[src/hw/rtq_map.svh]
`ifndef RTQ_MAP_SVH
`define RTQ_MAP_SVH

// ==========================================================================
// Clock rates
// ==========================================================================
`define RTQ_CLK_HZ       64'd25000000
`define RTQ_LF_HZ        64'd32768
`define RTQ_NS_PER_S     64'd1000000000

// ==========================================================================
// Discharge timing, counted in system clock cycles
// ==========================================================================
`define RTQ_TCYC0_NS     64'd128000
`define RTQ_TCYC1_NS     64'd512000
`define RTQ_TCYC0_CYC    (`RTQ_TCYC0_NS * `RTQ_CLK_HZ / `RTQ_NS_PER_S)
`define RTQ_TCYC1_CYC    (`RTQ_TCYC1_NS * `RTQ_CLK_HZ / `RTQ_NS_PER_S)
`define RTQ_SHORT_NS     64'd2000
`define RTQ_SHORT_CYC    24'((`RTQ_SHORT_NS * `RTQ_CLK_HZ + `RTQ_NS_PER_S \
                          - 64'd1) / `RTQ_NS_PER_S)

// ==========================================================================
// Oscillator settling and mains delays, counted in 32 kHz ticks
// ==========================================================================
`define RTQ_NS2TK(ns)    11'((ns * `RTQ_LF_HZ + `RTQ_NS_PER_S - 64'd1) \
                          / `RTQ_NS_PER_S)
`define RTQ_SET0_NS      64'd480000
`define RTQ_SET1_NS      64'd1460000
`define RTQ_SET2_NS      64'd2440000
`define RTQ_SET3_NS      64'd5140000
`define RTQ_HALF50_NS    64'd10000000
`define RTQ_HALF60_NS    64'd8333333

// ==========================================================================
// Sequence counts
// ==========================================================================
`define RTQ_DUMMY_FEW    4'h2
`define RTQ_DUMMY_MANY   4'h8
`define RTQ_PORTS_TWO    4'h2
`define RTQ_PORTS_FOUR   4'h4
`define RTQ_OPEN_CODE    32'hFFFFFFFF
`define RTQ_SHORT_CODE   32'h00000000

// ==========================================================================
// Host register map and field positions
// ==========================================================================
`define RTQ_REG_CFG      5'h00
`define RTQ_REG_CMD      5'h04
`define RTQ_REG_STAT     5'h08
`define RTQ_REG_RES0     5'h10
`define RTQ_REG_RES1     5'h14
`define RTQ_REG_RES2     5'h18
`define RTQ_REG_RES3     5'h1C
`define RTQ_CFG_DUMMY    0
`define RTQ_CFG_TCYC     1
`define RTQ_CFG_PORTS    2
`define RTQ_CFG_ORDER    3
`define RTQ_CFG_MAINS    4
`define RTQ_CFG_FACT_LO  5
`define RTQ_CFG_FACT_HI  6
`define RTQ_CFG_INV      7
`define RTQ_CFG_OSC_LO   8
`define RTQ_CFG_OSC_HI   10
`define RTQ_CFG_START_EN 11
`define RTQ_CFG_RST      12'hA82
`define RTQ_STAT_BUSY    0
`define RTQ_STAT_DONE    1

`endif

[src/hw/rtq_pkg.sv]
package rtq_pkg;

  // ========================================================================
  // Opcodes and configuration
  // ========================================================================
  typedef enum logic [2:0] {
    RTQ_OP_NONE       = 3'b000,
    RTQ_OP_TEMP       = 3'b001,
    RTQ_OP_TEMP_RPT   = 3'b010,
    RTQ_OP_FLIGHT     = 3'b011,
    RTQ_OP_FLIGHT_RPT = 3'b100
  } rtq_op_t;

  typedef struct packed {
    logic       dummy_count_sel;
    logic       tcycle_sel;
    logic       port_count_sel;
    logic       port_order_sel;
    logic       mains_base_sel;
    logic [1:0] cycle_factor;
    logic       sense_stop_invert;
    logic [2:0] hs_osc_ctrl;
  } rtq_cfg_t;

  // ========================================================================
  // Device sequencer state
  // ========================================================================
  typedef enum logic [2:0] {
    RTQ_IDLE   = 3'b000,
    RTQ_START  = 3'b001,
    RTQ_SETTLE = 3'b010,
    RTQ_RUN    = 3'b011,
    RTQ_DISCH  = 3'b100,
    RTQ_FLIGHT = 3'b101,
    RTQ_END    = 3'b110,
    RTQ_MAINS  = 3'b111
  } rtq_st_t;

  typedef struct packed {
    rtq_st_t          st;
    rtq_cfg_t         cfg;
    logic             rpt;
    logic             temp;
    logic [23:0]      cnt;
    logic [10:0]      tick;
    logic [3:0]       k;
    logic [2:0]       ss;
    logic [2:0]       ls;
    logic             stop_f;
    logic             lf_f;
    logic             hs_on;
    logic             hs_en;
    logic [1:0]       port_sel;
    logic             dis_en;
    logic             flight_go;
    logic             busy;
    logic             done_flag;
    logic [3:0][31:0] res;
  } rtq_dev_t;

  // ========================================================================
  // Host controller state
  // ========================================================================
  typedef struct packed {
    logic [11:0] cfg;
    logic        cmd_valid;
    rtq_op_t     cmd_op;
    logic [31:0] rdata;
  } rtq_host_t;

endpackage : rtq_pkg

[src/hw/rtq_if.sv]
`timescale 1ns/1ns

interface rtq_if;
  logic                 cmd_valid;
  rtq_pkg::rtq_op_t     cmd_op;
  rtq_pkg::rtq_cfg_t    cfg;
  logic                 start_en;
  logic                 busy;
  logic                 done_flag;
  logic [3:0][31:0]     res;

  modport dev (
    input  cmd_valid,
    input  cmd_op,
    input  cfg,
    input  start_en,
    output busy,
    output done_flag,
    output res
  );

  modport host (
    output cmd_valid,
    output cmd_op,
    output cfg,
    output start_en,
    input  busy,
    input  done_flag,
    input  res
  );
endinterface : rtq_if

[src/hw/rtq_dev.sv]
// The address-and-strobe port and the placing of the registers were decided locally.
`timescale 1ns/1ns
`include "rtq_map.svh"

module rtq_dev #(
  parameter int unsigned TCYC0_CYC = 32'(`RTQ_TCYC0_CYC),
  parameter int unsigned TCYC1_CYC = 32'(`RTQ_TCYC1_CYC)
) (
  // Clock and reset
  input  wire logic        clk,
  input  wire logic        rst_b,
  // Host link
  rtq_if.dev               link,
  // Measurement front end
  input  wire logic        lf_clk_in,
  input  wire logic        sense_stop_in,
  output logic             discharge_en,
  output logic [1:0]       port_sel,
  // Oscillator and flight sequencing
  input  wire logic        nvm_req,
  input  wire logic        flight_done,
  output logic             hs_osc_en,
  output logic             flight_go
);

  // ========================================================================
  // Helpers
  // ========================================================================
  function automatic logic [10:0] settle_ticks(input logic [2:0] osc);
    case (osc)
      3'h2:    settle_ticks = `RTQ_NS2TK(`RTQ_SET0_NS);
      3'h3:    settle_ticks = `RTQ_NS2TK(`RTQ_SET1_NS);
      3'h4:    settle_ticks = `RTQ_NS2TK(`RTQ_SET2_NS);
      default: settle_ticks = `RTQ_NS2TK(`RTQ_SET3_NS);
    endcase
  endfunction : settle_ticks

  // Half mains periods, so that factors 1, 1.5, 2, 2.5 are whole counts.
  function automatic logic [10:0] mains_ticks(input logic sixty,
                                              input logic [1:0] fact);
    logic [10:0] half;
    logic [2:0]  mult;
    half = sixty ? `RTQ_NS2TK(`RTQ_HALF60_NS)
                 : `RTQ_NS2TK(`RTQ_HALF50_NS);
    mult = {1'b0, fact} + 3'h2;
    mains_ticks = 11'(mult * half);
  endfunction : mains_ticks

  function automatic logic [3:0] dummy_num(input logic many);
    dummy_num = many ? `RTQ_DUMMY_MANY : `RTQ_DUMMY_FEW;
  endfunction : dummy_num

  function automatic logic [1:0] port_of(input logic [3:0] k,
                                         input logic [3:0] ndum,
                                         input logic       desc);
    logic [1:0] j;
    j = (k < ndum) ? 2'h0 : 2'(k - ndum);
    port_of = desc ? 2'h3 - j : j;
  endfunction : port_of

  // ========================================================================
  // State
  // ========================================================================
  rtq_pkg::rtq_dev_t s;
  rtq_pkg::rtq_dev_t next_s;

  logic        stop_lvl;
  logic        stop_edge;
  logic        lf_tick;
  logic [3:0]  ndum;
  logic [3:0]  last_k;
  logic [23:0] limit;
  logic [31:0] value;

  assign discharge_en   = s.dis_en;
  assign port_sel       = s.port_sel;
  assign hs_osc_en      = s.hs_en;
  assign flight_go      = s.flight_go;
  assign link.busy      = s.busy;
  assign link.done_flag = s.done_flag;
  assign link.res       = s.res;

  always_comb begin
    next_s = s;
    next_s.flight_go = 1'b0;

    // Pins pass three flip-flops; a change counts once two and three agree.
    next_s.ss = {s.ss[1:0], sense_stop_in};
    next_s.ls = {s.ls[1:0], lf_clk_in};
    if (s.ss[1] == s.ss[2]) begin
      next_s.stop_f = s.ss[2];
    end
    if (s.ls[1] == s.ls[2]) begin
      next_s.lf_f = s.ls[2];
    end
    // Stops count only while the start input is enabled.
    stop_lvl  = next_s.stop_f ^ s.cfg.sense_stop_invert;
    stop_edge = stop_lvl & ~(s.stop_f ^ s.cfg.sense_stop_invert)
                & link.start_en;
    lf_tick   = next_s.lf_f & ~s.lf_f;

    ndum   = dummy_num(s.cfg.dummy_count_sel);
    last_k = ndum + (s.cfg.port_count_sel ? `RTQ_PORTS_FOUR
                                          : `RTQ_PORTS_TWO) - 4'h1;
    limit  = s.cfg.tcycle_sel ? 24'(TCYC1_CYC)
                              : 24'(TCYC0_CYC);
    value  = 32'(s.cnt);

    case (s.st)
      rtq_pkg::RTQ_IDLE: begin
        if (link.cmd_valid && link.cmd_op != rtq_pkg::RTQ_OP_NONE) begin
          next_s.cfg  = link.cfg;
          next_s.rpt  = link.cmd_op == rtq_pkg::RTQ_OP_TEMP_RPT ||
                        link.cmd_op == rtq_pkg::RTQ_OP_FLIGHT_RPT;
          next_s.temp = link.cmd_op == rtq_pkg::RTQ_OP_TEMP ||
                        link.cmd_op == rtq_pkg::RTQ_OP_TEMP_RPT;
          next_s.busy      = 1'b1;
          next_s.done_flag = 1'b0;
          next_s.st        = rtq_pkg::RTQ_START;
        end
      end
      rtq_pkg::RTQ_START: begin
        next_s.tick = 11'h000;
        if (s.cfg.hs_osc_ctrl > 3'h1) begin
          next_s.hs_on = 1'b1;
          next_s.st    = rtq_pkg::RTQ_SETTLE;
        end else begin
          next_s.st = rtq_pkg::RTQ_RUN;
        end
      end
      rtq_pkg::RTQ_SETTLE: begin
        if (s.tick >= settle_ticks(s.cfg.hs_osc_ctrl)) begin
          next_s.st = rtq_pkg::RTQ_RUN;
        end else if (lf_tick) begin
          next_s.tick = s.tick + 11'h001;
        end
      end
      rtq_pkg::RTQ_RUN: begin
        if (s.temp) begin
          next_s.k        = 4'h0;
          next_s.cnt      = 24'h000000;
          next_s.port_sel = port_of(4'h0, ndum, s.cfg.port_order_sel);
          next_s.dis_en   = 1'b1;
          next_s.st       = rtq_pkg::RTQ_DISCH;
        end else begin
          next_s.flight_go = 1'b1;
          next_s.st        = rtq_pkg::RTQ_FLIGHT;
        end
      end
      rtq_pkg::RTQ_DISCH: begin
        next_s.cnt = s.cnt + 24'h000001;
        if (stop_edge || s.cnt >= limit - 24'h000001) begin
          if (s.k >= ndum) begin
            if (!stop_edge) begin
              value = `RTQ_OPEN_CODE;
            end else if (s.cnt < `RTQ_SHORT_CYC) begin
              value = `RTQ_SHORT_CODE;
            end
            next_s.res[s.port_sel] = value;
          end
          next_s.cnt = 24'h000000;
          if (s.k == last_k) begin
            next_s.dis_en = 1'b0;
            next_s.st     = rtq_pkg::RTQ_END;
          end else begin
            next_s.k        = s.k + 4'h1;
            next_s.port_sel = port_of(s.k + 4'h1, ndum,
                                      s.cfg.port_order_sel);
          end
        end
      end
      rtq_pkg::RTQ_FLIGHT: begin
        if (flight_done) begin
          next_s.st = rtq_pkg::RTQ_END;
        end
      end
      rtq_pkg::RTQ_END: begin
        next_s.hs_on     = 1'b0;
        next_s.done_flag = 1'b1;
        next_s.tick      = 11'h000;
        if (s.rpt) begin
          next_s.rpt = 1'b0;
          next_s.st  = rtq_pkg::RTQ_MAINS;
        end else begin
          next_s.busy = 1'b0;
          next_s.st   = rtq_pkg::RTQ_IDLE;
        end
      end
      rtq_pkg::RTQ_MAINS: begin
        if (s.tick >= mains_ticks(s.cfg.mains_base_sel,
                                  s.cfg.cycle_factor)) begin
          next_s.st = rtq_pkg::RTQ_START;
        end else if (lf_tick) begin
          next_s.tick = s.tick + 11'h001;
        end
      end
      default: begin
        next_s.st = rtq_pkg::RTQ_IDLE;
      end
    endcase

    // Continuous mode follows the live setting; memory access forces it on.
    next_s.hs_en = next_s.hs_on || nvm_req ||
                   link.cfg.hs_osc_ctrl == 3'h1;
  end

  always_ff @(posedge clk) begin
    if (!rst_b) begin
      s <= '0;
    end else begin
      s <= next_s;
    end
  end

endmodule : rtq_dev

[src/flat_wrapper.sv]
// flat-port wrapper written by rule: the top's interface ports become plain ports
module rtq_dev_flat 
#(
  parameter int unsigned TCYC0_CYC = 32'(`RTQ_TCYC0_CYC),
  parameter int unsigned TCYC1_CYC = 32'(`RTQ_TCYC1_CYC)
)
  (clk, rst_b, lf_clk_in, sense_stop_in, discharge_en, port_sel, nvm_req, flight_done, hs_osc_en, flight_go, link_cmd_valid, link_cmd_op, link_cfg, link_start_en, link_busy, link_done_flag, link_res);
  rtq_if link_i ();
  input  wire logic clk;
  input  wire logic rst_b;
  input  wire logic lf_clk_in;
  input  wire logic sense_stop_in;
  output logic discharge_en;
  output logic [1:0] port_sel;
  input  wire logic nvm_req;
  input  wire logic flight_done;
  output logic hs_osc_en;
  output logic flight_go;
  input wire logic [$bits(link_i.cmd_valid)-1:0] link_cmd_valid;
  input wire logic [$bits(link_i.cmd_op)-1:0] link_cmd_op;
  input wire logic [$bits(link_i.cfg)-1:0] link_cfg;
  input wire logic [$bits(link_i.start_en)-1:0] link_start_en;
  output wire logic [$bits(link_i.busy)-1:0] link_busy;
  output wire logic [$bits(link_i.done_flag)-1:0] link_done_flag;
  output wire logic [$bits(link_i.res)-1:0] link_res;
  assign link_i.cmd_valid = link_cmd_valid;
  assign link_i.cmd_op = link_cmd_op;
  assign link_i.cfg = link_cfg;
  assign link_i.start_en = link_start_en;
  assign link_busy = link_i.busy;
  assign link_done_flag = link_i.done_flag;
  assign link_res = link_i.res;
  rtq_dev #(.TCYC0_CYC(TCYC0_CYC), .TCYC1_CYC(TCYC1_CYC)) u_core (.clk(clk), .rst_b(rst_b), .link(link_i), .lf_clk_in(lf_clk_in), .sense_stop_in(sense_stop_in), .discharge_en(discharge_en), .port_sel(port_sel), .nvm_req(nvm_req), .flight_done(flight_done), .hs_osc_en(hs_osc_en), .flight_go(flight_go));
endmodule
[config.mk]
export PLATFORM = sky130hd
export DESIGN_NAME = rtq_dev_flat
export DESIGN_NICKNAME = d
export VERILOG_FILES = /design/src/hw/rtq_pkg.sv /design/src/hw/rtq_if.sv /design/src/hw/rtq_dev.sv /design/src/flat_wrapper.sv
export VERILOG_INCLUDE_DIRS = /design/src /design/src/hw
export SDC_FILE = /design/constraint.sdc
export NUM_CORES = 1
export LEC_CHECK = 0
export ABC_AREA = 1
export BUFFER_PORTS_ARGS = -buffer_cell sky130_fd_sc_hd__buf_2
export CAP_MARGIN = 30
export CORE_ASPECT_RATIO = 0.75
export CORE_MARGIN = 2
export CORE_UTILIZATION = 45
export CTS_BUF_LIST = sky130_fd_sc_hd__clkbuf_16
export DETAILED_ROUTE_END_ITERATION = 16
export PLACE_DENSITY = 0.66
export SLEW_MARGIN = 20
export SYNTH_ARGS = -nofsm -noshare
export SYNTH_HDL_FRONTEND = slang
export SYNTH_SLANG_ARGS = --single-unit
[constraint.sdc]
create_clock -name clk -period 3.8 [get_ports clk]
set_clock_uncertainty 0.05 [all_clocks]
set_input_delay 0 -clock clk [delete_from_list [all_inputs] [get_ports clk]]
set_output_delay 0 -clock clk [all_outputs]
set_load 0.05 [all_outputs]
Yosys cells after proc, flatten, opt, wreduce, memory -nomap -nowiden

Cells that the tools add are included.

Register bits: 199
Word-level logic and storage cells: 162
Input bits: 22
Output and inout port bits: 135

$add $sub $neg: 11
$lt $le $gt $ge: 10
Equal/unequal tests: 28
Muxes and demuxes: 53
Reductions and logical operators: 23
Bitwise gates (word level): 7
$mul: 1

Operators by type and width:

| cell                                                | count |
|---|---|
| two-way mux 32 bit                                  | 5 |
| bitwise mux 128 bit                                 | 1 |
| two-way mux 24 bit                                  | 3 |
| demux 32 bit (select 2 bit)                         | 1 |
| case mux 24 bit (2 select lines)                    | 1 |
| two-way mux 11 bit                                  | 4 |
| case mux 11 bit (3 select lines)                    | 1 |
| two-way mux 3 bit                                   | 9 |
| adder 24 x 1 -> 24 bit, second input constant       | 1 |
| >= comparator 24 bit                                | 1 |
| < comparator 24 x 6 -> 1 bit, second input constant | 1 |
| case mux 3 bit (8 select lines)                     | 1 |
| case mux 8 bit (3 select lines)                     | 1 |
| subtractor 24 x 1 -> 24 bit, second input constant  | 1 |
| >= comparator 11 bit                                | 2 |
| == test 3 bit, second input constant                | 6 |
| two-way mux 16 bit                                  | 1 |
| two-way mux 4 bit                                   | 4 |
| == test 3 x 2 -> 1 bit, second input constant       | 5 |
| two-way mux 14 bit                                  | 1 |
| two-way mux 2 bit                                   | 6 |
| != test 2 x 1 -> 1 bit, second input constant       | 6 |
| adder 11 x 1 -> 11 bit, second input constant       | 1 |
| multiplier 3 x 11 -> 11 bit                         | 1 |
| other kinds (36)                                    | 69 |

Logic depth before layout (Yosys ltp)

Depth in word-level cells: 10
Gate-level depth with buffers: 22
Mapped depth without buffers: 22

Least setup slack after synthesis

No wires, ideal clock.

Kind: reg-to-reg
From: reg u_core.s[190] (netlist name)
To: reg u_core.s[150] (netlist name)
Period minus slack after synthesis: 3.093 ns
Arrival time: 2.973 ns
Path slack: 0.707 ns
Cell stages (with the launch flop): 19
Required time: 3.680 ns
Setup time: 0.070 ns
Buffers on the path: 1
Cell sequence: dfxtp_1 inv_1 ha_1 inv_1 fa_1 a21oi_1 nand2_1 nand2_1 nand2_1 nand3_1 o21ai_0 ha_1 a21o_1 nor2_1 nand4_1 nand2_1 clkbuf_1 nand4_1 a21oi_1

Longest elaborated chain between the ends: 5

RTL lines:

| element                       | RTL line       | source |
|---|---|---|
| from (decl)                   | rtq_dev.sv:64  | `rtq_pkg::rtq_dev_t s;` |
| from (signal assigned)        | rtq_dev.sv:211 | `s <= next_s;` |
| adder 2 x 2 -> 3 bit          | rtq_dev.sv:45  | `mult = {1'b0, fact} + 3'h2;` |
| multiplier 3 x 11 -> 11 bit   | rtq_dev.sv:46  | `mains_ticks = 11'(mult * half);` |
| >= comparator 11 bit          | rtq_dev.sv:190 | `if (s.tick >= mains_ticks(s.cfg.mains_base_sel,` |
| != test 2 bit (no line)       | --             |  |
| AND reduction 3 bit (no line) | --             |  |

Every way passes these cells.
A chain may end at the register's enable or synchronous reset.

Worst setup path after layout

From: reg u_core.s[190] (netlist name)
To: reg u_core.s[156] (netlist name)

The elaborated chain is that of the path after synthesis.

==> reports/qor.txt <==
========================================================================================================
Path category of the worst min-delay check ................................................       in2reg
GR Layer Usage met3 .......................................................................       4.186%
Total Routing Usage GR ....................................................................       20.36%
H-tree level count ........................................................................            4
Worst flop-to-flop path startpoint ........................................................ u_core.s[190]
Die area .................................................................................. 22,300 sq um
Post-CTS clock slew at the launch and capture registers of the worst setup and hold paths .      0.08 ns
Slew Limit Headroom .......................................................................       48.15%
Top area cells in the synthesized netlist ................................................. sky130_fd_sc_hd__dfxtp_1 (36%), sky130_fd_sc_hd__nand2_1 (12%), sky130_fd_sc_hd__buf_4 (10%)
WP data required ..........................................................................      4.11 ns
Largest net degree at the start of global routing .........................................           92
Number of distinct library cells after synthesis ..........................................           42
Count of standard-cell rows ...............................................................           45
Type of destination of the critical path ..................................................     register
Post-synth design cell area ...............................................................   9500 sq um
Clock tree root driver cell ............................................................... sky130_fd_sc_hd__clkbuf_16
Total congestion overflow .................................................................            0
Total of max-cap violations ...............................................................            0
Proportion of netlist area held by the largest area contributor ...........................       36.03%
Largest family of logic cells by synthesized area ......................................... simple AND/OR/NAND/NOR gates
Post-synthesis share of cell area spent on xor and xnor gates .............................       1.291%
Worst slack after detailed placement ......................................................    0.2411 ns
Final number of setup-violating endpoints .................................................            0
Area overhead of the layout relative to synthesis .........................................       8.521%
First-pass GRT wire length ................................................................ 36,620 microns
Largest area contributor in the netlist ................................................... sky130_fd_sc_hd__dfxtp_1
Count of antenna-violating nets left after detailed routing ...............................            0
Cell at the slowest stage of the critical path ............................................ sky130_fd_sc_hd__dfxtp_1
RSZ-0062 raised after global routing ......................................................        false
Number of global-route vias before repair .................................................        7,343
Static Leak ...............................................................................     4.959 nW
Total vias in the final route .............................................................        8,202
Clock latency reported for the late side of the worst-skew pair ...........................      0.43 ns
Global routing met1 resource utilization ..................................................       28.55%
Synthesized area divided by synthesized cell count ........................................  6.899 sq um
Summed negative setup slack over all endpoints ............................................         0 ns
Number of warnings issued by yosys ........................................................            0
Max Clk Rate ..............................................................................    288.4 MHz
Mean number of vias per cell ..............................................................        4.839
Synth async-reset ratio ...................................................................           0%
Final period util .........................................................................       91.26%
Most common cell after layout, fill and taps aside ........................................ sky130_fd_sc_hd__nand2_1
Area used by sequential logic in the layout ...............................................   3423 sq um
Commonest cells after routing, fill and taps aside ........................................ sky130_fd_sc_hd__nand2_1 (303), sky130_fd_sc_hd__nor2_1 (243), sky130_fd_sc_hd__dfxtp_1 (171)
Arrival time of the worst setup path ......................................................      3.77 ns
Adder and majority gate portion of the synthesized area ...................................       5.215%
Fraction of layout cells with a size suffix above 1 .......................................       17.20%
Post-layout nets ..........................................................................        1,461
DR DRC count ..............................................................................            0
Top_reg_cell synth ........................................................................ sky130_fd_sc_hd__dfxtp_1
Min Hold Slack ............................................................................   0.07289 ns
Number of antenna diodes ..................................................................            0
Post-synthesis mux area share .............................................................           0%
Power density relative to cell area ....................................................... 471.7 nW/um^2
Routed wire length ........................................................................ 22,600 microns
Clock buffers created by TritonCTS ........................................................           17
Net count of the mapped netlist ...........................................................        1,438
Area of the multi-input gates .............................................................   4289 sq um
Mean routed wirelength per cell ........................................................... 13.34 microns
Proportion of synthesized chip area in sequential cells ...................................       36.03%
Critical Path Most Common Cell ............................................................ sky130_fd_sc_hd__nand2_1
Count of routing violations after the opening detailed-route iteration ....................          612
Number of storage elements in the synthesis netlist .......................................          171
Sort of element at the start of the critical path .........................................     register
Floorplan die height ...................................................................... 129.8 microns
GR peak layer .............................................................................         met2
Crit path kind ............................................................................      reg2reg
Antenna violations before repair ..........................................................            0
Setup bufs post-CTS .......................................................................            0
Count of flip-flops with a built-in enable after synthesis ................................            0
Clock period minus worst slack ............................................................     3.468 ns
Result of the run ......................................................................... complete, no violations
Number of inserted filler cells in the final layout .......................................        2,107
Number of pins with negative max-slew slack in the final report ...........................            0
Die width ................................................................................. 171.8 microns
Met2 track utilization from global routing ................................................       32.25%
Worst path max stage delay ................................................................      0.44 ns
Number of search-and-repair iterations in the first detailed-routing pass .................            5
Post-Synth Simple-Gate Area ...............................................................       30.30%
Smallest setup slack after layout .........................................................    0.3320 ns
Gate count after technology mapping .......................................................        1,377
Core Box Area ............................................................................. 20,490 sq um
Fraction of the mapped netlist area in compound gates .....................................       8.258%
Cell area after layout .................................................................... 10,310 sq um
Largest buffer count on any clock path ....................................................            2
Final GP Congestion .......................................................................       0.8417
Ports .....................................................................................          157
Initial cell density of the core ..........................................................       46.36%
Placed Area ...............................................................................   9472 sq um
Final HPWL DP ............................................................................. 15,210 microns
Sink count of the clock tree ..............................................................          171
Layout Cells excl Fill ....................................................................        1,695
Clock tree from TritonCTS .................................................................         done
List of cells traversed by the critical path .............................................. inv_1 -> ha_1 -> inv_1 -> fa_1 -> a21oi_1 -> nand2_1 -> nand2_1 -> nand2_1 -> nand3_1 -> o21ai_0 -> ha_1 -> a21o_1 -> nor2_1 -> nand4_1 -> nand2_1 -> buf_4 -> nand4_1 -> a21oi_1
VDD IR-drop max ...........................................................................    0.2682 mV
Critical Path Start ....................................................................... u_core.s[190]
Post-Place Cells ..........................................................................        1,640
Top fanout value on the critical path .....................................................           11
Origin of the worst min-delay path ........................................................ link_start_en
Hold Fails Final Rpt ......................................................................            0
Transition at the pin with the smallest max-transition slack ..............................    0.7769 ns
Port Buffers ..............................................................................          156
========================================================================================================
stage by stage:
stage | power [W] | util [%]
3_3_place_gp | 0.003060 | 46.12
5_1_grt | 0.005144 | 50.31
2_1_floorplan | 0.002817 | -
4_1_cts | 0.004878 | 50.18
3_5_place_dp | 0.003079 | 46.21
6_report | 0.004863 | 50.31
what timing repair did:
action / 4_1_cts / 5_1_grt
endpoints found under the hold margin: 27 / 0
gates resized for setup: 0 / 1
setup endpoints to repair: 0 / 11
hold buffers: 22 / 0
final timing paths:
path,endpoint,slack (ns),depth (start not counted)
min,u_core.link.res[30],0.07,5
min reg2reg,u_core.next_s[143],0.36,2
max,u_core.s[156],0.33,18
max reg2reg,u_core.s[156],0.33,18
power by group:
group	internal (W)	switching, W
logic	0.000358	0.000755
registers	0.00188	0.0000938
clock network	0.000944	0.000837
total	0.00318	0.00169
layout make-up:
class | instances | share of cell area (%)
inverter | 142 | 5.194
sequential | 171 | 33.20
clock inverter | 15 | 1.626
timing repair buffer | 190 | 10.83
multi-input combinational | 878 | 41.60
clock buffer | 17 | 4.126
tap | 282 | 3.422
worst max-delay path, delay by kind of cell, from the launching register on:
kind / cells / cell delay [ns]
AO/OA/AOI/OAI: 4 / 0.58
flip-flops: 1 / 0.44
buffers and inverters: 3 / 0.43
adder cells (fa/ha/maj): 3 / 1.07
AND/OR/NAND/NOR: 8 / 0.83
synth_stat cells (all sizes together) (2+ instances only):
cell type	n
a21oi	91
nand2	308
nor3	11
ha	38
nor2	247
o21ai	48
nand3	74
buf	163
xor2	9
o21a	3
nand4	28
inv	142
or2	2
clkbuf	23
o32ai	2
dfxtp	171
xnor2	5
flip-flops by register name, summed over array words and instances (netlist names):
register / flops
u_core.link.res: 100
u_core.s: 60
u_core.next_s: 4
u_core.port_sel: 2
u_core.discharge_en: 1
u_core.flight_go: 1
u_core.hs_osc_en: 1
u_core.link.busy: 1
u_core.link.done_flag: 1
per-layer routing:
layer | up-vias | wire [microns]
met4 | 0 | 170
met3 | 13 | 1063
met1 | 3771 | 11430
met2 | 183 | 9937
li1 | 4235 | -
met5 | - | 0
cells by family (layout without fill, tap and decap cells):
| logic type | Yosys count | after routing |
|---|---|---|
| buffers and inverters | 328 | 364 |
| AO/OA/AOI/OAI | 150 | 150 |
| adder cells (fa/ha/maj) | 39 | 39 |
| AND/OR/NAND/NOR | 675 | 675 |
| XOR/XNOR | 14 | 14 |
| flip-flops | 171 | 171 |
No activity file was read; power rests on OpenSTA's default activity.
